File: src/accel_cfg_consts.svh
// Register indices, field positions, reset values and limits of the output path
`ifndef ACCEL_CFG_CONSTS_SVH
`define ACCEL_CFG_CONSTS_SVH

// Register indices; byte address is four times the index
`define DATA_RANGE_IDX 8'h0E
`define HP_CUTOFF_IDX 8'h0F
`define ORIENT_STATUS_IDX 8'h10
`define ORIENT_CFG_IDX 8'h11
`define SYSTEM_MODE_IDX 8'h2A

// Reset values
`define DATA_RANGE_RESET 8'h00
`define HP_CUTOFF_RESET 8'h00
`define ORIENT_CFG_RESET 8'h00
`define SYSTEM_MODE_RESET 8'h00

// Field positions
`define HPF_OUT_BIT 4
`define RANGE_MSB 1
`define RANGE_LSB 0
`define PULSE_HPF_BYP_BIT 5
`define PULSE_LPF_EN_BIT 4
`define CUTOFF_MSB 1
`define CUTOFF_LSB 0
`define ORIENT_ON_BIT 6
`define ACTIVE_BIT 0
`define ODR_MSB 3
`define ODR_LSB 1
`define POWER_MSB 5
`define POWER_LSB 4
`define CHANGED_BIT 7
`define LOCKOUT_BIT 6
`define CODE_MSB 2
`define CODE_LSB 1
`define BACK_BIT 0

// Write masks of implemented bits
`define DATA_RANGE_MASK 8'h13
`define HP_CUTOFF_MASK 8'h33
`define ORIENT_CFG_MASK 8'h40
`define SYSTEM_MODE_MASK 8'h3F

// Sensitivity in micro-g per count
`define SENS_UG_2G 10'h0F4
`define SENS_UG_4G 10'h1E8
`define SENS_UG_8G 10'h3D0
`define SENS_UG_RSVD 10'h000

// 1.25 g in counts at the 2 g range; halves with each range step
`define HOLD_COUNTS_2G 14'h1400

// High-pass state arithmetic
`define HPF_FRAC 10
`define HPF_SHIFT_BASE 5'h02

`endif

File: src/accel_cfg_pkg.sv
// Types shared by the output path configuration and orientation status logic
package accel_cfg_pkg;

  typedef enum logic [1:0] {
    PWR_NORMAL = 2'b00,
    PWR_LOW_NOISE_LOW_POWER = 2'b01,
    PWR_HIGH_RES = 2'b10,
    PWR_LOW_POWER = 2'b11
  } power_mode_e;

  typedef enum logic [2:0] {
    ODR_800 = 3'b000,
    ODR_400 = 3'b001,
    ODR_200 = 3'b010,
    ODR_100 = 3'b011,
    ODR_50 = 3'b100,
    ODR_12P5 = 3'b101,
    ODR_6P25 = 3'b110,
    ODR_1P56 = 3'b111
  } odr_e;

  typedef enum logic [1:0] {
    PORTRAIT_UP = 2'b00,
    PORTRAIT_DOWN = 2'b01,
    LANDSCAPE_RIGHT = 2'b10,
    LANDSCAPE_LEFT = 2'b11
  } orient_code_e;

  typedef logic signed [13:0] sample_t;
  typedef logic [2:0][13:0] axes_t;

endpackage

File: src/orient_if.sv
// Signals between the register front end and the orientation status tracker
`timescale 1ns/100ps
interface orient_if;
  import accel_cfg_pkg::*;
  logic detect_done;
  logic detect_on;
  logic active;
  logic hold;
  logic read_clear;
  orient_code_e raw_code;
  logic raw_back;
  logic raw_lockout;
  logic changed;
  orient_code_e code;
  logic back;
  logic lockout;

  modport tracker (
    input detect_done, detect_on, active, hold, read_clear,
    input raw_code, raw_back, raw_lockout,
    output changed, code, back, lockout
  );
  modport ctrl (
    output detect_done, detect_on, active, hold, read_clear,
    output raw_code, raw_back, raw_lockout,
    input changed, code, back, lockout
  );
endinterface

File: src/orient_status_tracker.sv
// Orientation status fields and change flag
`timescale 1ns/100ps
module orient_status_tracker (
  input wire logic clk,
  input wire logic rstn,
  orient_if.tracker oif
);
  import accel_cfg_pkg::*;

  logic prev_active;
  logic first_pending;
  logic take;
  logic differs;
  logic next_changed;

  // Detection results count only while enabled and active [RULE18]
  assign take = oif.detect_done & oif.detect_on & oif.active;
  assign differs = (oif.raw_code != oif.code) | (oif.raw_back != oif.back) |
                   (oif.raw_lockout != oif.lockout);
  // Held orientation yields no change; first result always flags
  assign next_changed = take & (first_pending | (~oif.hold & differs));

  always_ff @(posedge clk) begin
    if (!rstn) begin
      prev_active <= 1'b0;
    end else begin
      prev_active <= oif.active;
    end
  end

  // Armed by each standby to active step [RULE11]
  always_ff @(posedge clk) begin
    if (!rstn) begin
      first_pending <= 1'b0;
    end else if (oif.active && !prev_active) begin
      first_pending <= 1'b1;
    end else if (take) begin
      first_pending <= 1'b0;
    end
  end

  // Undefined fields come up as zero, lockout shows none [RULE15]
  // Fields follow detection even while the flag is set [RULE16]
  always_ff @(posedge clk) begin
    if (!rstn) begin
      oif.code <= PORTRAIT_UP;
      oif.back <= 1'b0;
      oif.lockout <= 1'b0;
    end else if (take && !oif.hold) begin // [RULE17]
      oif.code <= oif.raw_code; // [RULE13]
      oif.back <= oif.raw_back; // [RULE14]
      oif.lockout <= oif.raw_lockout; // [RULE12]
    end
  end

  // Set wins over a read clear in the same cycle
  always_ff @(posedge clk) begin
    if (!rstn) begin
      oif.changed <= 1'b0;
    end else if (next_changed) begin
      oif.changed <= 1'b1; // [RULE10] [RULE11]
    end else if (oif.read_clear) begin
      oif.changed <= 1'b0; // [RULE8]
    end
  end

endmodule

File: src/accel_output_config.sv
// Output path configuration, filters and orientation status over AHB-Lite
//
// Contract
// RULE1: Output high-pass enable filters output samples
// RULE2: Range field gives 0.244/0.488/0.976 mg per count
// RULE3: Tap highpass skip bit bypasses pulse HPF
// RULE4: Tap lowpass bit enables pulse LPF
// RULE5: Cutoff field gives 16/8/4/2 Hz at 800
// RULE6: Cutoff scales with rate except high resolution
// RULE7: Six orientations: portrait, landscape, face up/down
// RULE8: Status read clears orientation change flag
// RULE9: Change flag sits in status bit 7
// RULE10: Flag sets on face, code or lockout change
// RULE11: First detection after activation sets flag
// RULE12: Lockout bit shows Z-tilt trip exceeded
// RULE13: Code 00 up, 01 down, 10 right, 11 left
// RULE14: Face bit 0 front, 1 back
// RULE15: Power-up shows no lockout
// RULE16: Fields keep tracking while flag is set
// RULE17: Orientation holds when any axis exceeds 1.25 g
// RULE18: Updates only while detection enable is set
// RULE19: Status register writes are ignored
// RULE20: Host never programs reserved range code 11
//
// Design decision made here: the AHB-Lite register port.
`timescale 1ns/100ps
`include "accel_cfg_consts.svh"
module accel_output_config (
  input wire logic clk,
  input wire logic rstn,
  input wire logic hsel,
  input wire logic [31:0] haddr,
  input wire logic [1:0] htrans,
  input wire logic hwrite,
  input wire logic [2:0] hsize,
  input wire logic [31:0] hwdata,
  input wire logic hready,
  output logic [31:0] hrdata,
  output logic hreadyout,
  output logic hresp,
  input wire logic sample_valid,
  input wire accel_cfg_pkg::axes_t sample_xyz,
  input wire logic orient_detect_done,
  input wire accel_cfg_pkg::orient_code_e orient_raw_code,
  input wire logic orient_raw_back,
  input wire logic orient_raw_lockout,
  output accel_cfg_pkg::axes_t accel_out,
  output logic accel_out_valid,
  output accel_cfg_pkg::axes_t pulse_data,
  output logic pulse_valid,
  output logic [9:0] sens_ug,
  output logic [3:0] hp_cutoff_div,
  output logic orient_changed,
  output accel_cfg_pkg::orient_code_e orient_code,
  output logic orient_back,
  output logic orient_lockout
);
  import accel_cfg_pkg::*;

  // ---------------------------------------------------------------
  // Functions
  // ---------------------------------------------------------------

  // Cutoff as 16 Hz divided by two to the returned power
  function automatic logic [3:0] cutoff_div(input power_mode_e pm,
                                            input odr_e odr,
                                            input logic [1:0] sel);
    logic [3:0] extra;
    extra = 4'h0;
    case (pm)
      PWR_HIGH_RES: extra = 4'h0; // [RULE6]
      PWR_NORMAL: begin
        case (odr)
          ODR_800, ODR_400: extra = 4'h0;
          ODR_200: extra = 4'h1;
          ODR_100: extra = 4'h2;
          default: extra = 4'h3; // [RULE6]
        endcase
      end
      PWR_LOW_NOISE_LOW_POWER: begin
        case (odr)
          ODR_800, ODR_400: extra = 4'h0;
          ODR_200: extra = 4'h1;
          ODR_100: extra = 4'h2;
          ODR_50: extra = 4'h3;
          ODR_12P5: extra = 4'h5;
          ODR_6P25: extra = 4'h6;
          default: extra = 4'h8;
        endcase
      end
      default: begin
        case (odr)
          ODR_800: extra = 4'h0;
          ODR_400: extra = 4'h1;
          ODR_200: extra = 4'h2;
          ODR_100: extra = 4'h3;
          ODR_50: extra = 4'h4;
          ODR_12P5: extra = 4'h6;
          ODR_6P25: extra = 4'h7;
          default: extra = 4'h9;
        endcase
      end
    endcase
    // 800 Hz gives 16, 8, 4, 2 Hz for codes 0 to 3 [RULE5]
    cutoff_div = extra + {2'b00, sel};
  endfunction

  // Clip a 15-bit signed value to the 14-bit sample range
  function automatic sample_t sat14(input logic signed [14:0] v);
    if (v > 15'sh1FFF) begin
      sat14 = 14'sh1FFF;
    end else if (v < -15'sh2000) begin
      sat14 = -14'sh2000;
    end else begin
      sat14 = v[13:0];
    end
  endfunction

  // Magnitude beyond 1.25 g at the selected range
  function automatic logic over_limit(input sample_t s,
                                      input logic [1:0] range_choice);
    logic [13:0] mag;
    logic [13:0] lim;
    mag = s[13] ? 14'(-s) : 14'(s);
    lim = `HOLD_COUNTS_2G >> range_choice;
    over_limit = (s == -14'sh2000) || (mag > lim);
  endfunction

  // ---------------------------------------------------------------
  // Registers and bus state
  // ---------------------------------------------------------------
  logic [7:0] data_range_config;
  logic [7:0] highpass_cutoff_config;
  logic [7:0] orient_cfg;
  logic [7:0] system_mode;
  logic dp_write;
  logic [7:0] dp_idx;
  logic accept;
  logic mapped;
  logic [7:0] idx;
  logic [7:0] rd_byte;
  logic hold;
  logic signed [23:0] base [0:2];
  sample_t pulse_prev [0:2];
  logic [4:0] shift;

  orient_if oif ();

  orient_status_tracker u_tracker (
    .clk(clk),
    .rstn(rstn),
    .oif(oif.tracker)
  );

  // ---------------------------------------------------------------
  // AHB-Lite slave
  // ---------------------------------------------------------------
  // Zero wait states: read data is captured in the address phase
  assign accept = hsel & hready & htrans[1];
  assign mapped = (haddr[31:10] == 22'h000000) & (haddr[1:0] == 2'b00);
  assign idx = haddr[9:2];

  always_comb begin
    rd_byte = 8'h00;
    if (mapped) begin
      case (idx)
        `DATA_RANGE_IDX: rd_byte = data_range_config;
        `HP_CUTOFF_IDX: rd_byte = highpass_cutoff_config;
        `ORIENT_STATUS_IDX: begin
          rd_byte[`CHANGED_BIT] = oif.changed; // [RULE9]
          rd_byte[`LOCKOUT_BIT] = oif.lockout;
          rd_byte[`CODE_MSB:`CODE_LSB] = oif.code;
          rd_byte[`BACK_BIT] = oif.back;
        end
        `ORIENT_CFG_IDX: rd_byte = orient_cfg;
        `SYSTEM_MODE_IDX: rd_byte = system_mode;
        default: rd_byte = 8'h00;
      endcase
    end
  end

  always_ff @(posedge clk) begin
    if (!rstn) begin
      dp_write <= 1'b0;
      dp_idx <= 8'h00;
    end else if (hready) begin
      dp_write <= accept & hwrite & mapped;
      dp_idx <= idx;
    end
  end

  always_ff @(posedge clk) begin
    if (!rstn) begin
      hrdata <= 32'h00000000;
    end else if (accept && !hwrite) begin
      hrdata <= {24'h000000, rd_byte};
    end
  end

  always_ff @(posedge clk) begin
    if (!rstn) begin
      hreadyout <= 1'b0;
      hresp <= 1'b0;
    end else begin
      hreadyout <= 1'b1;
      hresp <= 1'b0;
    end
  end

  // A read of the status register clears the change flag unless a set lands in the same cycle [RULE8]
  assign oif.read_clear = accept & ~hwrite & mapped &
                          (idx == `ORIENT_STATUS_IDX);

  // Status index has no write path [RULE19]
  always_ff @(posedge clk) begin
    if (!rstn) begin
      data_range_config <= `DATA_RANGE_RESET;
      highpass_cutoff_config <= `HP_CUTOFF_RESET;
      orient_cfg <= `ORIENT_CFG_RESET;
      system_mode <= `SYSTEM_MODE_RESET;
    end else if (dp_write) begin
      case (dp_idx)
        `DATA_RANGE_IDX:
          data_range_config <= hwdata[7:0] & `DATA_RANGE_MASK;
        `HP_CUTOFF_IDX:
          highpass_cutoff_config <= hwdata[7:0] & `HP_CUTOFF_MASK;
        `ORIENT_CFG_IDX:
          orient_cfg <= hwdata[7:0] & `ORIENT_CFG_MASK;
        `SYSTEM_MODE_IDX:
          system_mode <= hwdata[7:0] & `SYSTEM_MODE_MASK;
        default: ;
      endcase
    end
  end

  // ---------------------------------------------------------------
  // Range and cutoff decode
  // ---------------------------------------------------------------
  // Reserved range code gives zero sensitivity, host must avoid it
  always_ff @(posedge clk) begin
    if (!rstn) begin
      sens_ug <= `SENS_UG_2G;
    end else begin
      case (data_range_config[`RANGE_MSB:`RANGE_LSB])
        2'b00: sens_ug <= `SENS_UG_2G; // [RULE2]
        2'b01: sens_ug <= `SENS_UG_4G; // [RULE2]
        2'b10: sens_ug <= `SENS_UG_8G; // [RULE2]
        default: sens_ug <= `SENS_UG_RSVD; // [RULE20]
      endcase
    end
  end

  always_ff @(posedge clk) begin
    if (!rstn) begin
      hp_cutoff_div <= 4'h0;
    end else begin
      hp_cutoff_div <= cutoff_div(
        power_mode_e'(system_mode[`POWER_MSB:`POWER_LSB]),
        odr_e'(system_mode[`ODR_MSB:`ODR_LSB]),
        highpass_cutoff_config[`CUTOFF_MSB:`CUTOFF_LSB]); // [RULE5]
    end
  end

  // ---------------------------------------------------------------
  // High-pass and pulse filters
  // ---------------------------------------------------------------
  // Leaky integrator; a longer shift trades settling time for cutoff
  assign shift = {1'b0, hp_cutoff_div} + `HPF_SHIFT_BASE;

  always_ff @(posedge clk) begin
    if (!rstn) begin
      for (int i = 0; i < 3; i++) begin
        base[i] <= 24'sh000000;
        pulse_prev[i] <= 14'sh0000;
      end
      accel_out <= '0;
      pulse_data <= '0;
      accel_out_valid <= 1'b0;
      pulse_valid <= 1'b0;
    end else begin
      accel_out_valid <= sample_valid;
      pulse_valid <= sample_valid;
      if (!system_mode[`ACTIVE_BIT]) begin
        // Standby restarts the filter from rest
        for (int i = 0; i < 3; i++) begin
          base[i] <= 24'sh000000;
          pulse_prev[i] <= 14'sh0000;
        end
      end else if (sample_valid) begin
        for (int i = 0; i < 3; i++) begin
          sample_t x;
          sample_t hp;
          sample_t pre;
          logic signed [24:0] diff;
          x = sample_t'(sample_xyz[i]);
          diff = {x[13], x, 10'h000} - {base[i][23], base[i]};
          base[i] <= base[i] + 24'(diff >>> shift);
          hp = sat14(15'(x) - 15'(base[i] >>> `HPF_FRAC));
          // [RULE1]
          accel_out[i] <= data_range_config[`HPF_OUT_BIT] ? hp : x;
          // [RULE3]
          pre = highpass_cutoff_config[`PULSE_HPF_BYP_BIT] ? x : hp;
          pulse_prev[i] <= pre;
          // [RULE4]
          pulse_data[i] <= highpass_cutoff_config[`PULSE_LPF_EN_BIT] ?
                           14'((15'(pre) + 15'(pulse_prev[i])) >>> 1) :
                           pre;
        end
      end
    end
  end

  // ---------------------------------------------------------------
  // Orientation hold and tracker hookup
  // ---------------------------------------------------------------
  // Hold flag follows the last raw sample seen
  always_ff @(posedge clk) begin
    if (!rstn) begin
      hold <= 1'b0;
    end else if (sample_valid) begin
      hold <= over_limit(sample_t'(sample_xyz[0]),
                data_range_config[`RANGE_MSB:`RANGE_LSB]) |
              over_limit(sample_t'(sample_xyz[1]),
                data_range_config[`RANGE_MSB:`RANGE_LSB]) |
              over_limit(sample_t'(sample_xyz[2]),
                data_range_config[`RANGE_MSB:`RANGE_LSB]); // [RULE17]
    end
  end

  // Four portrait/landscape codes plus face side [RULE7]
  assign oif.detect_done = orient_detect_done;
  assign oif.detect_on = orient_cfg[`ORIENT_ON_BIT];
  assign oif.active = system_mode[`ACTIVE_BIT];
  assign oif.hold = hold;
  assign oif.raw_code = orient_raw_code;
  assign oif.raw_back = orient_raw_back;
  assign oif.raw_lockout = orient_raw_lockout;

  assign orient_changed = oif.changed;
  assign orient_code = oif.code;
  assign orient_back = oif.back;
  assign orient_lockout = oif.lockout;

endmodule

File: config.mk
export PLATFORM = sky130hd
export DESIGN_NAME = accel_output_config
export DESIGN_NICKNAME = d
export VERILOG_FILES = /design/src/accel_cfg_pkg.sv /design/src/orient_if.sv /design/src/orient_status_tracker.sv /design/src/accel_output_config.sv
export VERILOG_INCLUDE_DIRS = /design/src
export SDC_FILE = /design/constraint.sdc
export NUM_CORES = 1
export LEC_CHECK = 0
export BUFFER_PORTS_ARGS = -buffer_cell sky130_fd_sc_hd__buf_4
export CAP_MARGIN = 20
export CORE_MARGIN = 2
export CORE_UTILIZATION = 61
export DETAILED_ROUTE_END_ITERATION = 10
export PLACE_DENSITY = 0.79
export SETUP_SLACK_MARGIN = 0.2
export SLEW_MARGIN = 20
export SYNTH_ARGS = -nofsm -noshare
export SYNTH_HDL_FRONTEND = slang
export SYNTH_HIERARCHICAL = 1
export SYNTH_SLANG_ARGS = --single-unit
File: constraint.sdc
create_clock -name clk -period 7.05 [get_ports clk]
set_clock_uncertainty 0.05 [all_clocks]
set_input_delay 0.705 -clock clk [delete_from_list [all_inputs] [get_ports clk]]
set_output_delay 0.705 -clock clk [all_outputs]
set_load 0.1 [all_outputs]
==> run metrics <==
Starting Density 61.67%; Main synth FF type dfxtp_1; Die Footprint 0.04292 sq mm; die height 207.2 um; CP delay by family, top compound AO/OA/AOI/OAI gates; Post-synth EDFFs 114; Max-cap violations 0; synthesized instance count 3,196; post-synthesis cell type count 102; CTS hold repair buffers 0; vias per inst 6.525; total wire length 86.17 mm; FF-to-FF End base[0][66]$_SDFFCE_PN0P_; Int Pwr 2.829 mW; synth warn 6; dpl cells 3,862; CP peak stage delay 0.52 ns; vias in the first global route 24,055; synthesized area per cell 7.878 sq um; CP Capture Type register; register area share after synthesis 24.41%; num ports 261; DRT antenna net count 0; Worst slew margin 25.71%; FF/Latch Area 0.006157 sq mm; core area 0.04083 sq mm; worst-path fanout max 7; R2R Path Start base[0][58]$_SDFFCE_PN0P_; area of the multi-input gates 0.01770 sq mm; wire per inst 21.96 um; ranking of synthesized cells by area edfxtp_1 14%, dfxtp_1 11%, ha_1 9.6%, nor2_1 5.9%, a21oi_1 5.8%; Clock Sinks 250; Register-to-Register Path Depth 26; setup TNS 0 ns; CP arrival 6.84 ns; Setup crit start base[0][58]$_SDFFCE_PN0P_; count leader, synth nor2_1; Max Freq 153.6 MHz; Total Nets Final 3,693; post-synthesis cell area 0.02518 sq mm; first-pass GRT wire length 133.5 mm; clk slew on worst S/H paths 0.07 ns; Bufs and invs on worst path 2; combinational cell fraction of total power 25.9%; Clk Latency, worst-skew pair 0.62 ns; # rows 74; Fin. Hold Viols 0; Clock Tree Root clkbuf_16; GP Congestion 0.9967; CTS tree built; Remaining Overflow, GRT 0; LEAKAGE 12.46 nW; Post-synth top cells 396 x nor2_1, 290 x a21oi_1, 245 x nand2_1; RSZ-0062 raised after global routing true; Synth top area share 13.60%; htree depth 1; Chip Width 207.2 um; CP required 7.38 ns; period utilization 92.32%; min cycle time layout 6.509 ns; fill cell count 3,377; clock share of power 38.1%; Synth Register Bits 250; largest net degree at the start of global routing 84; Num CTS Buffers 30; Residual DRC 0; total iterations of the first detailed-routing run 6; Pwr per Cell Area 146.4 mW/mm^2; antenna violations before repair 1; ratio of cells with drive above 1 in the final layout 15.27%; VDD IR max 0.1769 mV; final setup fails 0; Tightest Pin Transition 1.110 ns; Hold Path End system_mode[2]$_SDFFE_PN0P_; P_sw 1.364 mW; Inserted Diodes 0; Synth async-reset ratio 0%; via count 25,606; Area Growth Syn to Fin 13.74%; CP Class register to register; Reg power frac 36.0%; final std cells w/o fill 3,924; FF-to-FF setup slack 0.54 ns; Layout Utilization 70.14%; hpwl dp 64.82 mm; worst hold path class primary input to register; Hold Path Depth 3; area leader, netlist edfxtp_1; Worst Hold Launch hwdata[2]; Port Buffers 204; Worst path slowest cell ha_2; CTS max path bufs 3; status complete, no violations; DR iter-0 viols 3,040; Critical Path Start Type register; GRT Total Usage 38.12%; max-slew violation count 0; Sw Share 32.53%
==> layout make-up <==
cell class              count  area share [%]
clock buffers              42           3.102
clock inverters            14          0.4369
inverters                 166           2.180
multi-input cells        2592           61.82
flip-flops and latches    250           21.50
well taps                 532           2.324
repair buffers            328           8.641
==> worst max path at each step <==
stage                                end  slack (ns)  depth (start not counted)
2_1_floorplan  base[0][47]$_SDFFCE_PN0P_        0.83                         22
3_3_place_gp   base[0][47]$_SDFFCE_PN0P_        0.09                         25
3_5_place_dp   base[0][47]$_SDFFCE_PN0P_        0.02                         25
4_1_cts        base[0][66]$_SDFFCE_PN0P_        0.32                         28
5_1_grt        base[0][66]$_SDFFCE_PN0P_        0.19                         26
6_report       base[0][66]$_SDFFCE_PN0P_        0.54                         26
==> repair_timing <==
action	4_1_cts	5_1_grt
endpoints found under the setup margin	0	11
resized for setup	0	23
buffers inserted	0	6
==> power by group through the flow <==
stage               sequential [mW]  combinational [mW]  clock, mW
detailed placement             1.54                1.04          0
CTS                            1.51                1.05       1.61
finish                         1.51                1.09       1.60
floorplan                      1.54               0.723          0
global placement               1.54                1.01          0
global route                   1.51                1.16       1.65
==> placed cells by master, fill, tap and decap left out, drive strengths merged, types with 19 or more instances in the layout <==
master | synthesis | final
nor2 | 397 | 397
buf | 79 | 328
a21oi | 294 | 294
nand2 | 245 | 245
ha | 193 | 193
o21ai | 185 | 185
inv | 164 | 164
dfxtp | 136 | 136
xnor2 | 131 | 131
mux2i | 130 | 130
edfxtp | 114 | 114
a21o | 87 | 87
nor3 | 86 | 86
a211oi | 63 | 63
xor2 | 55 | 55
and2 | 53 | 53
nand3 | 52 | 52
mux2 | 46 | 46
clkbuf | 135 | 42
o211ai | 37 | 37
a31oi | 32 | 32
o21a | 31 | 31
o21bai | 31 | 31
nand2b | 29 | 29
nor2b | 29 | 29
conb | 1 | 27
o31ai | 23 | 23
or3 | 23 | 23
nor4 | 19 | 19
==> flip-flops by register name, indices dropped and copies added (netlist names), 2 cells and up <==
register / flops
accel_out: 42
base: 72
data_range_config: 3
dp_idx: 8
highpass_cutoff_config: 4
hp_cutoff_div: 4
hrdata: 8
pulse_data: 42
pulse_prev: 42
sens_ug: 7
system_mode: 6
u_tracker/oif.code: 2
==> through the flow <==
step                      hold WS [ns]  setup slack [ns]  power [mW]  instance area, sq um
after detailed placement        0.3973           0.02060       2.577                 27450
final                           0.2961            0.5413       4.193                 28640
after global placement          0.3913           0.09270       2.552                 27450
after global routing            0.3061            0.1881       4.326                 28640
after floorplan                 0.3965            0.8276       2.267                 25280
after CTS                       0.2823            0.3221       4.164                 28460
==> worst min-delay path: cells and delay by family <==
family | cells | cell delay, ns
AND/OR/NAND/NOR | 1 | 0.07
buffers and inverters | 1 | 0.08
multiplexers | 1 | 0.05
==> per-layer routing <==
metal	share of wire [%]	wire length (um)	track usage, %
met1	42	36380	52.30
met2	45	38520	60.74
met3	9.0	7789	5.594
met4	4.0	3487	14.51
met5	0	0	0
==> kinds of logic after synthesis <==
kind of cell	count (synthesis)	share of synthesized area (%)
other cells	1	0.01489
buf+inv	380	6.311
mux	185	8.060
flops	250	24.41
compound gates	976	25.64
fa+ha+maj	203	10.39
simple gates	1015	18.71
xor+xnor	186	6.470
No activity file was read; power rests on OpenSTA's default activity.
